`src/eeprom_ctl_pkg.sv`:
```
`default_nettype none
package eeprom_ctl_pkg;
    localparam int unsigned CLK_HZ         = 50_000_000;
    localparam int unsigned ADDR_W         = 9;
    localparam int unsigned DATA_W         = 8;
    localparam int unsigned PULSE_MIN_MS   = 1;
    localparam int unsigned PULSE_MAX_MS   = 10;
    localparam int unsigned VPP_SETUP_US   = 5;
    localparam int unsigned ADDR_SETUP_NS  = 260;
    localparam int unsigned ACCESS_NS      = 825;
    localparam int unsigned STROBE_HIGH_NS = 1400;
    localparam int unsigned SETTLE_US      = 100;
    localparam int unsigned PULSE_CYC      = PULSE_MIN_MS * (CLK_HZ / 1000);
    localparam int unsigned VPP_CYC        = (VPP_SETUP_US * (CLK_HZ / 1000) + 999) / 1000;
    localparam int unsigned ASU_CYC        = (ADDR_SETUP_NS * (CLK_HZ / 1000000) + 999) / 1000;
    localparam int unsigned ACC_CYC        = (ACCESS_NS * (CLK_HZ / 1000000) + 999) / 1000;
    localparam int unsigned CEH_CYC        = (STROBE_HIGH_NS * (CLK_HZ / 1000000) + 999) / 1000;
    localparam int unsigned SETTLE_CYC     = SETTLE_US * (CLK_HZ / 1000000);
    localparam int unsigned CNT_W          = 20;

    typedef enum logic [1:0] {
        OP_READ,
        OP_ERASE,
        OP_PROGRAM
    } op_t;

    typedef struct packed {
        op_t               op;
        logic [ADDR_W-1:0] addr;
        logic [DATA_W-1:0] data;
    } req_t;

    typedef struct packed {
        logic              part_select;
        logic              latch_strobe_n;
        logic              drive_gate_n;
        logic              program_level;
        logic [ADDR_W-1:0] byte_addr;
        logic [DATA_W-1:0] data_out;
        logic              data_oe_n;
    } pins_t;
endpackage : eeprom_ctl_pkg
`default_nettype wire

```
`src/cycle_timer.sv`:
```
`timescale 1ns/100ps
`default_nettype none
module cycle_timer #(
    parameter int unsigned W = 20
) (
    input  wire logic         mclk,    // Clock
    input  wire logic         sys_rst, // Reset
    input  wire logic         load,    // Start count
    input  wire logic [W-1:0] count,   // Cycles to wait
    output logic              done     // Count reached zero
);
    typedef struct packed {
        logic [W-1:0] cnt;
    } tstate_t;
    tstate_t s_q;
    tstate_t s_d;

    always_comb
    begin
        s_d = s_q;
        if (load)
        begin
            s_d.cnt = count;
        end
        else if (s_q.cnt != '0)
        begin
            s_d.cnt = s_q.cnt - W'(1);
        end
    end

    always_ff @(posedge mclk)
    begin
        if (sys_rst)
        begin
            s_q <= '0;
        end
        else
        begin
            s_q <= s_d;
        end
    end

    // From the register only: callers derive load from done in the same cycle
    assign done = (s_q.cnt == '0);
endmodule : cycle_timer
`default_nettype wire

```
`src/eeprom_mode_control.sv`:
```
`timescale 1ns/100ps
`default_nettype none
module eeprom_mode_control #(
    parameter int unsigned PULSE_CYCLES  = eeprom_ctl_pkg::PULSE_CYC,
    parameter int unsigned SETTLE_CYCLES = eeprom_ctl_pkg::SETTLE_CYC
) (
    input  wire logic                              mclk,           // Clock 50 MHz
    input  wire logic                              sys_rst,        // Sync reset, high
    input  wire logic                              req_valid,      // Request offered
    output logic                                   req_ready,      // Idle, takes request
    input  wire eeprom_ctl_pkg::req_t              req,            // Operation, address, data
    output logic                                   rd_valid,       // Read data pulse
    output logic [eeprom_ctl_pkg::DATA_W-1:0]      rd_data,        // Read byte
    output logic                                   part_select,    // Select pin
    output logic                                   latch_strobe_n, // Address latch strobe
    output logic                                   drive_gate_n,   // Output gate / erase
    output logic                                   program_level,  // Raise supply to program
    output logic [eeprom_ctl_pkg::ADDR_W-1:0]      byte_addr,      // Address pins
    output logic [eeprom_ctl_pkg::DATA_W-1:0]      data_out,       // Data pin drive value
    output logic                                   data_oe_n,      // Data drive enable, low
    input  wire logic [eeprom_ctl_pkg::DATA_W-1:0] data_in         // Data pin level
);
    localparam int unsigned W = eeprom_ctl_pkg::CNT_W;

    typedef enum logic [3:0] {
        ST_IDLE,
        ST_SETUP,
        ST_VPP,
        ST_PULSE,
        ST_RECOVER,
        ST_SETTLE,
        ST_ACCESS,
        ST_CAPTURE,
        ST_GAP
    } phase_t;

    typedef struct packed {
        phase_t                            phase;
        eeprom_ctl_pkg::op_t               op;
        eeprom_ctl_pkg::pins_t             pins;
        logic [eeprom_ctl_pkg::DATA_W-1:0] rd_data;
        logic                              rd_valid;
        logic                              at_vpp;
    } state_t;

    state_t s_q;
    state_t s_d;
    logic [eeprom_ctl_pkg::DATA_W-1:0] din_meta_q;
    logic [eeprom_ctl_pkg::DATA_W-1:0] din_sync_q;
    logic         t_load;
    logic [W-1:0] t_count;
    logic         t_done;

    cycle_timer #(.W(W)) u_timer (
        .mclk    (mclk),
        .sys_rst (sys_rst),
        .load    (t_load),
        .count   (t_count),
        .done    (t_done)
    );

    always_ff @(posedge mclk)
    begin
        din_meta_q <= data_in;
        din_sync_q <= din_meta_q;
    end

    always_comb
    begin
        s_d          = s_q;
        s_d.rd_valid = 1'b0;
        t_load       = 1'b0;
        t_count      = '0;
        unique case (s_q.phase)
            ST_IDLE:
            begin
                if (req_valid)
                begin
                    s_d.op                  = req.op;
                    s_d.pins.byte_addr      = req.addr;
                    s_d.pins.data_out       = req.data;
                    s_d.pins.latch_strobe_n = 1'b1;
                    s_d.pins.drive_gate_n   = 1'b1;
                    s_d.pins.data_oe_n      = 1'b1;
                    if (req.op == eeprom_ctl_pkg::OP_READ && s_q.at_vpp)
                    begin
                        // Drop supply first and let it settle
                        s_d.pins.program_level = 1'b0;
                        s_d.at_vpp             = 1'b0;
                        t_load                 = 1'b1;
                        t_count                = W'(SETTLE_CYCLES);
                        s_d.phase              = ST_SETTLE;
                    end
                    else
                    begin
                        // Select rises with strobe and gate high, so pulses are edge-timed
                        s_d.pins.part_select = 1'b1;
                        t_load               = 1'b1;
                        t_count              = W'(eeprom_ctl_pkg::ASU_CYC);
                        s_d.phase            = ST_SETUP;
                    end
                end
            end
            ST_SETTLE:
            begin
                if (t_done)
                begin
                    s_d.pins.part_select = 1'b1;
                    t_load               = 1'b1;
                    t_count              = W'(eeprom_ctl_pkg::ASU_CYC);
                    s_d.phase            = ST_SETUP;
                end
            end
            ST_SETUP:
            begin
                if (t_done)
                begin
                    if (s_q.op == eeprom_ctl_pkg::OP_READ)
                    begin
                        // Strobe fall latches the address
                        s_d.pins.latch_strobe_n = 1'b0;
                        s_d.pins.drive_gate_n   = 1'b0;
                        t_load                  = 1'b1;
                        t_count                 = W'(eeprom_ctl_pkg::ACC_CYC);
                        s_d.phase               = ST_ACCESS;
                    end
                    else if (s_q.at_vpp)
                    begin
                        // Supply already high: successive operations
                        t_load    = 1'b1;
                        t_count   = W'(eeprom_ctl_pkg::VPP_CYC);
                        s_d.phase = ST_VPP;
                    end
                    else
                    begin
                        s_d.pins.program_level = 1'b1;
                        s_d.at_vpp             = 1'b1;
                        t_load                 = 1'b1;
                        t_count                = W'(eeprom_ctl_pkg::VPP_CYC);
                        s_d.phase              = ST_VPP;
                    end
                end
            end
            ST_VPP:
            begin
                if (t_done)
                begin
                    if (s_q.op == eeprom_ctl_pkg::OP_ERASE)
                    begin
                        s_d.pins.drive_gate_n = 1'b0;
                    end
                    else
                    begin
                        // Only one of strobe and gate ever goes low here
                        s_d.pins.data_oe_n      = 1'b0;
                        s_d.pins.latch_strobe_n = 1'b0;
                    end
                    t_load    = 1'b1;
                    t_count   = W'(PULSE_CYCLES);
                    s_d.phase = ST_PULSE;
                end
            end
            ST_PULSE:
            begin
                if (t_done)
                begin
                    s_d.pins.drive_gate_n   = 1'b1;
                    s_d.pins.latch_strobe_n = 1'b1;
                    t_load                  = 1'b1;
                    t_count                 = W'(eeprom_ctl_pkg::ASU_CYC);
                    s_d.phase               = ST_RECOVER;
                end
            end
            ST_RECOVER:
            begin
                // Data held past the strobe rise before release
                if (t_done)
                begin
                    s_d.pins.data_oe_n   = 1'b1;
                    s_d.pins.part_select = 1'b0;
                    t_load               = 1'b1;
                    t_count              = W'(eeprom_ctl_pkg::CEH_CYC);
                    s_d.phase            = ST_GAP;
                end
            end
            ST_ACCESS:
            begin
                if (t_done)
                begin
                    s_d.phase = ST_CAPTURE;
                end
            end
            ST_CAPTURE:
            begin
                // Two cycles extra for the pin synchroniser
                if (t_done)
                begin
                    s_d.rd_data             = din_sync_q;
                    s_d.rd_valid            = 1'b1;
                    s_d.pins.latch_strobe_n = 1'b1;
                    s_d.pins.drive_gate_n   = 1'b1;
                    s_d.pins.part_select    = 1'b0;
                    t_load                  = 1'b1;
                    t_count                 = W'(eeprom_ctl_pkg::CEH_CYC);
                    s_d.phase               = ST_GAP;
                end
            end
            ST_GAP:
            begin
                if (t_done)
                begin
                    s_d.phase = ST_IDLE;
                end
            end
            default:
            begin
                s_d.phase = ST_IDLE;
            end
        endcase
        if (s_q.phase == ST_ACCESS && t_done)
        begin
            t_load  = 1'b1;
            t_count = W'(2);
        end
    end

    always_ff @(posedge mclk)
    begin
        if (sys_rst)
        begin
            s_q                     <= '0;
            s_q.phase               <= ST_IDLE;
            s_q.op                  <= eeprom_ctl_pkg::OP_READ;
            s_q.pins.latch_strobe_n <= 1'b1;
            s_q.pins.drive_gate_n   <= 1'b1;
            s_q.pins.data_oe_n      <= 1'b1;
        end
        else
        begin
            s_q <= s_d;
        end
    end

    assign req_ready      = (s_q.phase == ST_IDLE);
    assign rd_valid       = s_q.rd_valid;
    assign rd_data        = s_q.rd_data;
    assign part_select    = s_q.pins.part_select;
    assign latch_strobe_n = s_q.pins.latch_strobe_n;
    assign drive_gate_n   = s_q.pins.drive_gate_n;
    assign program_level  = s_q.pins.program_level;
    assign byte_addr      = s_q.pins.byte_addr;
    assign data_out       = s_q.pins.data_out;
    assign data_oe_n      = s_q.pins.data_oe_n;
endmodule : eeprom_mode_control
`default_nettype wire

```
`config.mk`:
```
export PLATFORM = sky130hd
export DESIGN_NAME = eeprom_mode_control
export DESIGN_NICKNAME = d
export VERILOG_FILES = /design/src/eeprom_ctl_pkg.sv /design/src/cycle_timer.sv /design/src/eeprom_mode_control.sv
export SDC_FILE = /design/constraint.sdc
export NUM_CORES = 1
export LEC_CHECK = 0
export ABC_AREA = 0
export BUFFER_PORTS_ARGS = -buffer_cell sky130_fd_sc_hd__buf_2
export CAP_MARGIN = 20
export CORE_MARGIN = 1
export CORE_UTILIZATION = 40
export DETAILED_ROUTE_END_ITERATION = 8
export MAX_ROUTING_LAYER = met4
export PLACE_DENSITY = 0.62
export SETUP_SLACK_MARGIN = 0.4
export SKIP_LAST_GASP = 1
export SLEW_MARGIN = 15
export SYNTH_ARGS = -nofsm -noshare
export SYNTH_HDL_FRONTEND = slang
export SYNTH_SLANG_ARGS = --single-unit
```
`constraint.sdc`:
```
create_clock -name mclk -period 3.8 [get_ports mclk]
set_input_delay 0.19 -clock mclk [delete_from_list [all_inputs] [get_ports mclk]]
set_output_delay 0.19 -clock mclk [all_outputs]
set_load 0.01 [all_outputs]
```
==> flow_metrics.py <==
metrics = {
    "logic_synthesis": {
        "synthAdderAreaFrac": 0.00746,
        "synth-seq-area-share": 0.442,
        "synth_top_area_share": 0.442,
        "synth.cell_area_um2": 3350,
        "synth.mux.area_fraction": 0.0299,
        "postSynthAreaPerCell_um2": 8.49,
        "synth_simple_gate_area_frac": 0.227,
        "synth_cells": 395,
        "synth-main-ff-cell": "dfxtp_1",
        "leading_post_synthesis_cells_by_cell_area": "dfxtp_1, nand2_1, buf_4",
        "synthXorXnorAreaFrac": 0.0418,
        "synth_largest_area_cell": "dfxtp_1",
        "synth_async_sr_flop_share": 0,
        "post_synth_num_cell_types": 53,
        "mapped_nets": 427,
        "ys_warn_count": 0,
        "synth_edf_count": 0,
        "ys_ff_latch": 74,
        "synth_compound_area_frac": 0.161,
        "largest_family_of_logic_cells_by_synthesized_area": "simple AND/OR/NAND/NOR gates",
    },
    "worst_setup_path": {
        "critPathLaunchType": "flip-flop",
        "crit_required_ns": 4.06,
        "timing_worst_setup_path_type": "reg2reg",
        "crit_path_max_fanout": 26,
        "critPathArrivalTime_ns": 3.03,
        "launching_point_of_the_worst_reg2reg_path": "s_q[34]",
        "worst_r2r_endpoint": "s_q[36]",
        "critical_path.endpoint_type": "flip-flop",
        "first_element_of_the_critical_path": "s_q[34]",
        "regToRegSetupSlack_ns": 1.03,
        "worst-r2r-cell-count": 5,
    },
    "global_routing": {
        "grt_pass1_vias": 2598,
        "grt_remaining_overflow": 0,
        "grt_first_pass_wirelength_mm": 12.4,
        "globalRouteTotalUtil": 0.188,
        "grt_max_degree": 52,
        "initial_antenna_violation_count": 0,
    },
    "final_layout": {
        "final_cell_mix": "dfxtp_1, buf_2, nand2_1",
        "flip_flop_and_latch_area_um2": 1480,
        "multiInputGateArea_um2": 1570,
        "final_common_cell": "dfxtp_1",
        "area_growth_pct": 13.5,
        "fraction_of_final_layout_cells_with_drive_strength_greater_than_1": 0.199,
        "finalNonFillerCells": 537,
        "nFillCells": 813,
        "num_antenna_cells": 0,
        "layout.nets": 460,
    },
    "cts": {
        "clk_latency_ns": 0.36,
        "clk_root_buffer_cell": "clkbuf_8",
        "cts_tree": "done",
        "clk_path_buf_depth": 2,
        "post_cts.repair.setup_buffers": 0,
        "hold_buffers": 8,
        "worst_setup_hold_path_clk_slew_ns": 0.08,
        "cts_buffers": 9,
        "cts.sink_count": 74,
        "cts.htree.levels": 3,
        "cts.repair.resized": 0,
    },
    "floorplan": {
        "fp.coreArea_um2": 8180,
        "die_area_um2": 8750,
        "die_height_um": 93.6,
        "initial_utilization": 0.410,
        "ios": 62,
        "die_width_um": 93.6,
        "rows": 33,
    },
    "timing": {
        "timing.final.max_slew_violations": 0,
        "setup_viol": 0,
        "post-route-min-period_ns": 2.77,
        "unrepaired_setup_endpoints_after_global_routing": "no",
        "worst-slew-pin-transition_ns": 0.944,
        "fin_setup_tns_ns": 0,
        "maxSlewHeadroom": 0.369,
        "fin_worst_skew_ns": 0.00808,
        "hold_violations": 0,
        "timing.final.crit_share": 0.730,
        "timing.fmax_mhz": 361,
    },
    "place": {
        "buffer_ports.inserted": 61,
        "place.detailed.instances": 514,
        "globalplace.congestion": 0.827,
        "hpwl_mm": 5.11,
    },
    "drt": {
        "drt_pre_antenna_iters": 4,
        "wire_per_inst_um": 14.0,
        "routed_wl_mm": 7.53,
        "vias_per_cell": 5.36,
        "route.detailed.drc": 0,
        "vias": 2877,
        "drt-initial-drc-count": 143,
        "final_antenna_net_count": 0,
    },
    "worst_hold_path": {
        "hold_path_class": "in2reg",
        "hp-start": "req[7]",
        "hold-path-endpoint": "data_out[7]",
        "whs_path_depth": 3,
    },
    "power": {
        "internal-power_mw": 1.81,
        "total_switching_power_mw": 1.34,
        "pwr-share-comb": 0.447,
        "sequentialPowerShare": 0.356,
        "power.leakage_nw": 1.51,
        "pwr_cell_area_nw_per_um2": 829,
        "netSwitchingFraction": 0.425,
        "vdd_ir_drop_max_mv": 0.281,
        "power.clock.fraction": 0.197,
    },
    "run_status": {
        "outcome": "completed",
    },
    "job": {
        "maxCapViolations": 0,
    },
}
-- cell usage after synthesis, types with 3 or more instances --
cell       n
a211oi_1   4
a21oi_1   37
a31oi_1   10
and3b_1    3
buf_1      3
buf_2      4
buf_4     25
clkbuf_1  17
dfxtp_1   74
inv_1      6
mux2i_1   10
nand2_1   57
nand3_1    7
nand4_1    4
nor2_1    31
nor2b_1    4
nor3_1    12
nor4_1     8
o21ai_0    9
o22ai_1    5
o31ai_1    3
or3_1      8
xnor2_1   13
xor2_1     3
-- power by group through the flow --
| stage | registers, mW | logic [mW] | clock network, mW |
|---|---|---|---|
| after global routing | 1.15 | 1.56 | 0.667 |
| after detailed placement | 1.14 | 1.39 | 0 |
| after floorplan | 1.05 | 1.18 | 0 |
| after CTS | 1.12 | 1.40 | 0.644 |
| after global placement | 1.13 | 1.39 | 0 |
| final | 1.12 | 1.41 | 0.621 |
-- critical path, cell delays in order (launching register included) --
cell and delay (ns):
dfxtp_1 0.51, nor4_1 0.57, nand2_1 0.69, nor2_1 0.55, nor2_1 0.09, a311oi_1 0.26
-- per-stage QoR --
| step | hold slack [ns] | area (µm²) | power (mW) | utilization | worst slack, ns |
|---|---|---|---|---|---|
| 5_1_grt | 0.0575 | 3800 | 3.38 | 0.465 | 0.813 |
| 6_report | 0.0613 | 3800 | 3.15 | 0.465 | 1.03 |
| 3_5_place_dp | 0.294 | 3520 | 2.52 | 0.431 | 1.01 |
| 3_3_place_gp | 0.293 | 3520 | 2.52 | 0.431 | 0.959 |
| 4_1_cts | 0.0520 | 3800 | 3.17 | 0.465 | 0.993 |
| 2_1_floorplan | 0.218 | 3350 | 2.22 | - | 1.78 |
-- area by class of cell --
type                       count  share of cell area
clock buffer                  11              0.0398
clock inverter                 4              0.0135
inverter                       6             0.00592
multi-input combinational    266               0.412
sequential                    74               0.389
tap                          105              0.0345
timing repair buffer          71               0.105
-- registers in the layout, indices dropped and copies added, names as in the netlist --
name and count:
byte_addr 9, drive_gate_n 1, part_select 1, u_timer.s_q 20, program_level 1, rd_data 8, data_out 8, rd_valid 1
din_sync_q 8, latch_strobe_n 1, din_meta_q 8, data_oe_n 1, s_q 7
-- cell families after synthesis --
kind of cell,Yosys count
adders and majority gates,2
muxes,10
DFF,74
buffers and inverters,55
and+or+nand+nor,151
xor gates and xnor gates,16
AOI/OAI and AO/OA,87
-- per-layer routing --
layer  track usage  share of wire  routed length (µm)  vias up
met5             -              0                   0        -
met4        0.0795          0.022                 163        0
met3        0.0577          0.065                 492       18
met2         0.291           0.47                3510       97
met1         0.227           0.45                3360     1333
li1              -              -                   -     1429
-- worst max path at each step --
stage	end	slack (ns)	depth (start not counted)
3_3_place_gp	s_q[36]	0.96	5
2_1_floorplan	u_timer.s_q[17]	1.78	8
4_1_cts	s_q[36]	0.99	5
3_5_place_dp	s_q[36]	1.01	5
5_1_grt	s_q[36]	0.81	5
6_report	s_q[36]	1.03	5
(Power assumes the default switching activity.)
